File: config.mk
export PLATFORM = sky130hd
export DESIGN_NAME = rsmc_reset_ctrl
export DESIGN_NICKNAME = d
export VERILOG_FILES = /design/src/rtl/rsmc_pkg.sv /design/src/rtl/rsmc_reset_ctrl.sv
export VERILOG_INCLUDE_DIRS = /design/src /design/src/rtl
export SDC_FILE = /design/constraint.sdc
export NUM_CORES = 1
export LEC_CHECK = 0
export ABC_AREA = 1
export BUFFER_PORTS_ARGS = -buffer_cell sky130_fd_sc_hd__buf_2
export CAP_MARGIN = 5
export CELL_PAD_IN_SITES_DETAIL_PLACEMENT = 1
export CELL_PAD_IN_SITES_GLOBAL_PLACEMENT = 1
export CORE_MARGIN = 4
export CORE_UTILIZATION = 43
export CTS_CLUSTER_SIZE = 10
export DETAILED_ROUTE_END_ITERATION = 8
export PLACE_DENSITY_LB_ADDON = 0.1
export SLEW_MARGIN = 20
export SYNTH_ARGS = -nofsm -noshare
export SYNTH_HDL_FRONTEND = slang
export SYNTH_SLANG_ARGS = --single-unit
File: constraint.sdc
create_clock -name clk_i -period 3.3 [get_ports clk_i]
set_clock_uncertainty 0.05 [all_clocks]
set_input_delay 0.66 -clock clk_i [delete_from_list [all_inputs] [get_ports clk_i]]
set_output_delay 0.66 -clock clk_i [all_outputs]
set_load 0.005 [all_outputs]
File: src/rtl/rsmc_consts.svh
`ifndef RSMC_CONSTS_SVH
`define RSMC_CONSTS_SVH

// register addresses (8-bit register space)
`define RSMC_ADDR_SUPPLY_MON 8'hff
`define RSMC_ADDR_RESET_CAUSE 8'hef
`define RSMC_ADDR_PWR_MODE 8'hd4

// supply monitor control fields
`define RSMC_SMC_ON_BIT 7
`define RSMC_SMC_ABOVE_RST_BIT 6
`define RSMC_SMC_WARN_OK_BIT 5
`define RSMC_SMC_WARN_IE_BIT 3

// reset cause fields
`define RSMC_RC_PIN_BIT 0
`define RSMC_RC_POR_BIT 1
`define RSMC_RC_SW_BIT 4
`define RSMC_RC_FERR_BIT 6

// power mode fields
`define RSMC_PM_MONOFF_BIT 5
`define RSMC_PM_SLEEP_BIT 0

// reset values
`define RSMC_SMC_ON_RST 1'b1
`define RSMC_SMC_IE_RST 1'b1
`define RSMC_PC_RESET 16'h0000

// timing
`define RSMC_CLK_NS 10
`define RSMC_POR_LOW_MS 7
`define RSMC_POR_HIGH_MS 15
`define RSMC_POR_LOW_CYC ((`RSMC_POR_LOW_MS * 1000000) / `RSMC_CLK_NS)
`define RSMC_POR_HIGH_CYC ((`RSMC_POR_HIGH_MS * 1000000) / `RSMC_CLK_NS)
`define RSMC_CNT_W 24

`endif

File: src/rtl/rsmc_pkg.sv
package rsmc_pkg;
    typedef enum logic [1:0] {
        RSMC_POR = 2'b00,
        RSMC_DELAY = 2'b01,
        RSMC_HOLD = 2'b10,
        RSMC_RUN = 2'b11
    } rsmc_state_t;
endpackage

File: src/rtl/rsmc_reset_ctrl.sv
// Our own choice: the strobed register port.
`include "rsmc_consts.svh"
`timescale 1ns/1ps
`default_nettype none

module rsmc_reset_ctrl
#(
    // release delays in clock cycles, low and high supply range
    parameter int POR_LOW_CYC = `RSMC_POR_LOW_CYC,
    parameter int POR_HIGH_CYC = `RSMC_POR_HIGH_CYC
)
(
    // clock and reset (reset_i stands for the supply crossing power-on level)
    input wire logic clk_i,
    input wire logic reset_i,
    // analog comparators and supply range, as pins
    input wire logic supply_above_reset_level_i,
    input wire logic supply_warning_ok_i,
    input wire logic supply_high_i,
    // external reset pin
    input wire logic rst_pin_n_i,
    output logic rst_pin_o,
    output logic rst_pin_oe_o,
    // core events
    input wire logic sleep_i,
    input wire logic flash_wr_i,
    input wire logic monitor_settled_i,
    // register port
    input wire logic [7:0] addr_i,
    input wire logic [7:0] wdata_i,
    input wire logic wr_i,
    input wire logic rd_i,
    output logic [7:0] rdata_o,
    // core reset and status
    output logic core_reset_o,
    output logic [15:0] pc_start_o,
    output logic ram_invalid_o,
    output logic warn_irq_o
);
    import rsmc_pkg::*;

    // ****************************************
    // state
    // ****************************************
    typedef struct packed {
        rsmc_state_t state;
        logic [`RSMC_CNT_W-1:0] cnt;
        logic [1:0] pin_sync;
        logic [1:0] above_sync;
        logic [1:0] warn_sync;
        logic [1:0] high_sync;
        logic warn_prev;
        logic mon_on;
        logic mon_sel;
        logic mon_off;
        logic warn_ie;
        logic por_flag;
        logic pin_flag;
        logic sw_flag;
        logic ferr_flag;
        logic pend_pin;
        logic pend_sw;
        logic pend_ferr;
        logic pend_vdm;
        logic drive_pin;
        logic [1:0] drive_hist;
        logic ram_bad;
        logic irq;
        logic [7:0] rdata;
    } rsmc_regs_t;

    rsmc_regs_t s_reg;
    rsmc_regs_t s_next;

    logic pin_low;
    logic vdm_fail;
    logic sys_rst;
    logic [`RSMC_CNT_W-1:0] por_cnt;
    logic [7:0] smc_view;
    logic [7:0] rc_view;

    // ****************************************
    // decode
    // ****************************************
    // synchronised pin level, asserted from the second sync stage two clocks after the pin
    assign pin_low = !s_reg.pin_sync[1];
    // monitor fires only enabled, selected and awake
    assign vdm_fail = s_reg.mon_on && s_reg.mon_sel && !sleep_i
        && !s_reg.above_sync[1];
    // software reset is requested here
    assign sys_rst = wr_i && (addr_i == `RSMC_ADDR_RESET_CAUSE)
        && wdata_i[`RSMC_RC_SW_BIT];
    // delay picks range by supply level
    assign por_cnt = s_reg.high_sync[1]
        ? `RSMC_CNT_W'(POR_HIGH_CYC)
        : `RSMC_CNT_W'(POR_LOW_CYC);

    // register views
    always_comb
    begin
        smc_view = 8'h00;
        smc_view[`RSMC_SMC_ON_BIT] = s_reg.mon_on;
        smc_view[`RSMC_SMC_ABOVE_RST_BIT] = s_reg.above_sync[1];
        smc_view[`RSMC_SMC_WARN_OK_BIT] = s_reg.warn_sync[1];
        smc_view[`RSMC_SMC_WARN_IE_BIT] = s_reg.warn_ie;
        rc_view = 8'h00;
        rc_view[`RSMC_RC_PIN_BIT] = s_reg.pin_flag;
        rc_view[`RSMC_RC_POR_BIT] = s_reg.por_flag;
        rc_view[`RSMC_RC_SW_BIT] = s_reg.sw_flag;
        rc_view[`RSMC_RC_FERR_BIT] = s_reg.ferr_flag;
    end

    // ****************************************
    // next state
    // ****************************************
    always_comb
    begin
        s_next = s_reg;
        s_next.pin_sync = {s_reg.pin_sync[0], rst_pin_n_i};
        s_next.above_sync = {s_reg.above_sync[0], supply_above_reset_level_i};
        s_next.drive_hist = {s_reg.drive_hist[0], s_reg.drive_pin};
        s_next.warn_sync = {s_reg.warn_sync[0], supply_warning_ok_i};
        s_next.high_sync = {s_reg.high_sync[0], supply_high_i};
        s_next.warn_prev = s_reg.warn_sync[1];
        // falling warning raises a pulse when enabled
        s_next.irq = s_reg.warn_ie && s_reg.warn_prev
            && !s_reg.warn_sync[1];
        s_next.rdata = 8'h00;
        if (rd_i)
        begin
            case (addr_i)
                `RSMC_ADDR_SUPPLY_MON: s_next.rdata = smc_view;
                `RSMC_ADDR_RESET_CAUSE: s_next.rdata = rc_view;
                `RSMC_ADDR_PWR_MODE:
                    s_next.rdata = {2'b00, s_reg.mon_off, 5'h00};
                default: s_next.rdata = 8'h00;
            endcase
        end
        case (s_reg.state)
            RSMC_POR:
            begin
                // full power-on: monitor defaults restored
                s_next.mon_on = `RSMC_SMC_ON_RST;
                s_next.mon_sel = 1'b1;
                s_next.mon_off = 1'b0;
                s_next.warn_ie = `RSMC_SMC_IE_RST;
                s_next.ram_bad = 1'b1;
                s_next.pend_vdm = 1'b0;
                s_next.pend_pin = 1'b0;
                s_next.pend_sw = 1'b0;
                s_next.pend_ferr = 1'b0;
                s_next.drive_pin = 1'b0;
                s_next.cnt = '0;
                s_next.state = RSMC_DELAY;
            end
            RSMC_DELAY:
            begin
                // count up against the synchronised supply range, so the
                // range pick sees the cleared sync stages only while the count is zero
                s_next.cnt = s_reg.cnt + `RSMC_CNT_W'(1);
                if (s_reg.cnt >= por_cnt - `RSMC_CNT_W'(1))
                begin
                    s_next.por_flag = 1'b1;
                    s_next.pin_flag = 1'b0;
                    s_next.sw_flag = 1'b0;
                    s_next.ferr_flag = 1'b0;
                    s_next.state = RSMC_RUN;
                end
            end
            RSMC_HOLD:
            begin
                // held while the pin is low or a pending monitor reset still sees the supply below reset level
                // pin driven only while supply stays below reset level
                s_next.drive_pin = s_reg.pend_vdm
                    && !s_reg.above_sync[1];
                if (s_reg.pend_vdm)
                begin
                    s_next.mon_on = 1'b1;
                    s_next.mon_sel = 1'b1;
                    s_next.ram_bad = 1'b1;
                end
                // own drive must leave the pin sync stages before release
                if (!pin_low && !s_reg.drive_pin && s_reg.drive_hist == 2'b00
                    && !(s_reg.pend_vdm && !s_reg.above_sync[1]))
                begin
                    // no release delay after monitor reset
                    s_next.drive_pin = 1'b0;
                    s_next.por_flag = s_reg.pend_vdm;
                    s_next.pin_flag = s_reg.pend_pin;
                    s_next.sw_flag = s_reg.pend_sw;
                    s_next.ferr_flag = s_reg.pend_ferr;
                    s_next.pend_vdm = 1'b0;
                    s_next.pend_pin = 1'b0;
                    s_next.pend_sw = 1'b0;
                    s_next.pend_ferr = 1'b0;
                    s_next.state = RSMC_RUN;
                end
            end
            RSMC_RUN:
            begin
                s_next.ram_bad = 1'b0;
                // register writes
                if (wr_i && addr_i == `RSMC_ADDR_SUPPLY_MON)
                begin
                    s_next.mon_on = wdata_i[`RSMC_SMC_ON_BIT];
                    s_next.warn_ie = wdata_i[`RSMC_SMC_WARN_IE_BIT];
                end
                if (wr_i && addr_i == `RSMC_ADDR_RESET_CAUSE)
                    s_next.mon_sel = wdata_i[`RSMC_RC_POR_BIT];
                if (wr_i && addr_i == `RSMC_ADDR_PWR_MODE)
                    s_next.mon_off = wdata_i[`RSMC_PM_MONOFF_BIT];
                // pick a reset source
                if (vdm_fail || pin_low || sys_rst
                    || (flash_wr_i && !s_reg.mon_on))
                begin
                    s_next.pend_vdm = vdm_fail;
                    s_next.pend_pin = pin_low;
                    s_next.pend_sw = sys_rst;
                    s_next.pend_ferr = flash_wr_i && !s_reg.mon_on;
                    // unsettled monitor newly selected behaves as fail
                    if (s_reg.mon_off)
                        s_next.state = RSMC_POR;
                    else
                        s_next.state = RSMC_HOLD;
                end
                else if (wr_i && addr_i == `RSMC_ADDR_RESET_CAUSE
                    && wdata_i[`RSMC_RC_POR_BIT] && !s_reg.mon_sel
                    && !monitor_settled_i)
                begin
                    s_next.pend_vdm = 1'b1;
                    s_next.state = s_reg.mon_off ? RSMC_POR : RSMC_HOLD;
                end
            end
            default: s_next.state = RSMC_POR;
        endcase
    end

    // ****************************************
    // registers
    // ****************************************
    always_ff @(posedge clk_i)
    begin
        if (reset_i)
        begin
            s_reg <= '0;
            s_reg.state <= RSMC_POR;
            s_reg.pin_sync <= 2'h3;
        end
        else
            s_reg <= s_next;
    end

    // ****************************************
    // outputs
    // ****************************************
    // core held in reset outside run and while reset_i is high
    assign core_reset_o = (s_reg.state != RSMC_RUN) || reset_i;
    assign pc_start_o = `RSMC_PC_RESET;
    assign rst_pin_o = 1'b0;
    assign rst_pin_oe_o = s_reg.drive_pin;
    assign ram_invalid_o = s_reg.ram_bad;
    assign warn_irq_o = s_reg.irq;
    assign rdata_o = s_reg.rdata;
endmodule

`default_nettype wire

* After elaboration in Yosys (flattened, before gate mapping)
Index checks and enable logic that the tools add are counted.
** Storage, ports and cells
- Flip-flop bits (word level) :: 60
- Bits of input ports :: 27
- Output and inout port bits :: 29
- Logic and storage cells :: 116
** Cells by class
- $add $sub $neg :: 2
- $lt $le $gt $ge :: 1
- Eq/ne operators :: 15
- Multiplexer cells :: 26
- Bitwise logic cells :: 1
- Reduce and logical (&&, ||, !) cells :: 47
** Operators by type and width (count)
- $pmux 24 s2 :: 1
- $add 24x1->24 const B :: 1
- $eq 8x8->1 const B :: 3
- $ge 24x24->1 :: 1
- $pmux 8 s3 :: 1
- $sub 21x1->22 const B :: 1
- $mux 21 :: 1
- $reduce_and 3->1 :: 6
- $logic_and 1x1->1 :: 17
- $ne 2x2->1 const B :: 8
- $mux 2 :: 6
- $pmux 4 s3 :: 1
- $logic_not 1->1 :: 9
- $mux 9 :: 1
- $pmux 2 s4 :: 1
- $pmux 4 s2 :: 1
- $reduce_bool 2->1 :: 4
- $mux 1 :: 7
- $pmux 2 s3 :: 1
- $reduce_and 2->1 :: 3
- $eq 2x2->1 const B :: 2
- $logic_not 2->1 :: 2
- $logic_or 1x1->1 :: 4
- $mux 4 :: 1
- other kinds (9) :: 9

* Depth between registers and ports, before layout
- Word-level depth :: 8
- Gate-level depth with buffers :: 13
- Mapped depth without buffers :: 12

* Least setup slack after synthesis
No wires, ideal clock.
- Path type :: input to output
- From :: input reset_i
- To :: output core_reset_o
- Arrival time :: 1.145 ns
- Required time :: 2.590 ns
- Setup slack :: 1.445 ns
- Cell stages on the path :: 3
- Path buffers :: 1
- Path through :: inv_1 clkbuf_1 nand2_1
** On the way
- Word-level cells in the longest chain between the ends :: 1
** RTL lines
- from (decl) :: RTL line rsmc_reset_ctrl.sv:15 : input wire logic reset_i,
- $logic_or 1x1->1 :: RTL line rsmc_reset_ctrl.sv:257 : assign core_reset_o = (s_reg.state != RSMC_RUN) || reset_i;
- to (decl) :: RTL line rsmc_reset_ctrl.sv:35 : output logic core_reset_o,
No other way between the ends.

* Worst setup path in the final report
- From :: register s_reg[59] (netlist name)
- To :: register s_reg[52] (netlist name)
** On the way
- Word-level cells in the longest chain between the ends :: 2
- Elaborated cells between the ends (all ways) :: 4
- Classes of those cells :: 1 x eq/ne; 1 x mux; 2 x reduce/logical
** RTL lines
- from (decl) :: RTL line rsmc_reset_ctrl.sv:72 : rsmc_regs_t s_reg;
- from (signal assigned) :: RTL line rsmc_reset_ctrl.sv:250 : s_reg <= s_next;
- $eq 2x1->1 / $logic_not 2->1 (equally long branches) :: RTL line rsmc_reset_ctrl.sv:139 : case (s_reg.state)
- $pmux 24 s2 / $reduce_bool 2->1 (equally long branches)
Several ways; a longest one is shown, not always the timed one.
A chain may end at the register's enable or synchronous reset.

==> results.md <==
- EDFF count, synth: 0
- Drt via density: 4.978
- Core area: 7253 um^2
- Setup ws final: 916.4 ps
- Placed Cells: 582
- Hold Path End: s_next[25]
- Root Buffer Master: clkbuf_8
- Reg2reg end: s_reg[52]
- Sw frac: 0.3881
- Vias in the first global route: 3023
- # hold bufs at CTS: 0
- DP Wirelength: 6270 um
- RePlAce Congestion: 0.8082
- Cell variety after synth: 35
- Die H: between 90 and 100 um
- First-pass GRT wire length: 14010 um
- Clock Tree Buf Depth: 2
- Initial Util: 0.4423
- Antenna cell count: 0
- Global route overflow: 0
- Row count: 31
- Clk slew on worst S/H paths: 70 ps
- Combinational group share of total power: 0.297
- I/O pins: 56
- Reg-to-reg setup timing slack: 920 ps
- Avg WL per Cell: 14.05 um
- Setup bufs post-CTS: 0
- Avg Inst Size Synth: 6.914 um^2
- PwrDens: 581.9 nW/um^2
- Setup violators final: 0
- Synth top area cells: dfxtp_1 37%, nand2_1 11%, nor2_1 7.7%
- Drt total wl: around 8400 um
- GR Util All Layers: 0.2032
- Layer with the highest usage: met2
- WHS: 360.2 ps
- Post-route clock period utilization: 0.7223
- Final #Nets: 533
- Switching pwr: 0.7939 mW
- Hold path cells: 2
- Ratio of cells with drive above 1 in the final layout: 0.1443
- Initial antenna violation count: 0
- Slew Limit Fails: 0
- Post-synth top area cell: dfxtp_1
- Highest net fanout along the worst path: 16
- Critical Setup Path Class: reg -> reg
- Synth Instances: 464
- Power Total: approximately 2 mW
- Final hold vios: 0
- TritonCTS buffer count: 9
- CTS Sinks: 59
- Worst slack, placed: 920.5 ps
- Leakage power: 1.571 nW
- Initial DRT Pass Iterations: 4
- Max-Cap Viols: 0
- Peak supply drop: 210.6 uV
- Data arrival, critical path: 2580 ps
- Clock latency on the worst-skew pair: 350 ps
- Input/output buffers: 34
- CTS tree: built
- Finished Layout Cells: 598
- Critical path required time: 3500 ps
- Post-route ant nets: 0
- Synth-to-layout area growth: 9.594%
- DRT iter0 DRCs: 92
- GR Layer Usage met2: 0.3587
- Max Freq: roughly 420 MHz
- H-tree level count: 3
- PostCTS Resize Cnt: 0
- Hold Crit Class: reg -> reg
- Slew headroom: 0.5246
- R2r startpoint: s_reg[59]
- Worst hold path startpoint: s_next[29]
- Fraction of registers with async set/reset: 0
- Crit path time final: 2384 ps
- RSZ-0062 raised after global routing: false
- Synthesized area: 3208 um^2
- Met3 Use GR: 0.05418
- # DRC: 0
- Top cell type's share of synthesized area: 0.3682
- Synth Register Bits: 59
- Top FF cell, synth: dfxtp_1
- Worst slew pin tran: 713.1 ps
- Post-synthesis sequential area ratio: 0.3682
- Seq pwr share: 0.418
- Internal power: 1.252 mW
- Max FFs per register: 39
- YS warnings: 0
- Status: completed
- Final TNS setup: 0 ps
- Die width: 94.38 um
- Total die area: 8907 um^2
- Via count: a little under 3000
- CP startpoint kind: flip-flop
- Largest net degree at the start of global routing: 30
- CP Capture Type: flip-flop
- GR Util met1: 0.2346
- Reg2Reg Depth: 9
- Clock share of power: 0.286
[cells in the mapped netlist, types with 2 or more instances]
| master | count |
|---|---|
| buf_1 | 2 |
| a22oi_1 | 2 |
| buf_4 | 26 |
| nor3b_1 | 3 |
| nor4_1 | 3 |
| inv_2 | 4 |
| a211oi_1 | 4 |
| nor2_4 | 2 |
| nor3_1 | 18 |
| a21oi_1 | 29 |
| a21oi_2 | 2 |
| nand4_1 | 12 |
| nand3_1 | 23 |
| nand2_2 | 3 |
| ha_1 | 12 |
| nand3_2 | 4 |
| nor2_1 | 66 |
| dfxtp_1 | 59 |
| nand2_1 | 93 |
| o21ai_0 | 22 |
| or2_2 | 2 |
| clkbuf_1 | 3 |
| nor2_2 | 2 |
| inv_1 | 56 |
| buf_2 | 2 |
[area by class of cell]
| cell class | count | area, um^2 |
|---|---|---|
| clock buffers | 10 | 127.6 |
| clock inverters | 6 | 42.54 |
| fillers | 991 | 3737 |
| inverters | 61 | 229.0 |
| multi-input cells | 327 | 1627 |
| flip-flops and latches | 59 | 1181 |
| well taps | 99 | 123.9 |
| repair buffers | 36 | 185.2 |
[per-layer routing]
metal,up-vias,routed length (um)
met5,-,0
met4,0,175
met3,13,383
met2,64,4188
met1,1388,3654
li1,1512,-
[worst max-delay path by stage]
stage | from | slack, ps | cells after the start | end
4_1_cts | s_reg[59] | 910 | 9 | s_reg[52]
6_report | s_reg[59] | 920 | 9 | s_reg[52]
3_5_place_dp | s_reg[59] | 920 | 9 | s_reg[52]
3_3_place_gp | s_reg[59] | 920 | 9 | s_reg[52]
5_1_grt | s_reg[58] | 690 | 8 | s_reg[56]
2_1_floorplan | reset_i | 1450 | 3 | core_reset_o
[metrics by stage]
step / instance area [um^2] / util
2_1_floorplan: 3272 / -
3_3_place_gp: 3346 / 0.4613
3_5_place_dp: 3346 / 0.4613
5_1_grt: 3516 / 0.4847
4_1_cts: 3516 / 0.4847
6_report: 3516 / 0.4847
[logic make-up after synthesis]
family	synth area share
flops	0.3682
fa+ha+maj	0.04680
compound gates	0.1061
xor+xnor	0.002731
other cells	0.001169
buf+inv	0.1447
simple gates	0.3303
[cells in the final DEF, fill, tap and decap left out, types with 18 or more instances in the layout]
cell type   n
o21ai_0    22
inv_1      56
buf_2      34
nor2_1     66
nand3_1    23
dfxtp_1    59
a21oi_1    29
nand2_1    93
conb_1     18
nor3_1     18
[critical path: stages (launching register included)]
cell	delay, ps
dfxtp_1	340
inv_1	80
ha_1	620
inv_2	290
nor3_1	300
nand3_2	150
inv_2	120
nand2_2	90
nor3b_1	180
a21oi_1	50
[power by group through the flow]
stage / Clock (mW) / Combinational, mW / Sequential, mW
final: 0.584 / 0.607 / 0.855
after global routing: 0.634 / 0.690 / 0.864
after CTS: 0.599 / 0.613 / 0.854
after detailed placement: 0 / 0.603 / 0.870
after global placement: 0 / 0.592 / 0.867
after floorplan: 0 / 0.463 / 0.852
(Power assumes the default switching activity.)
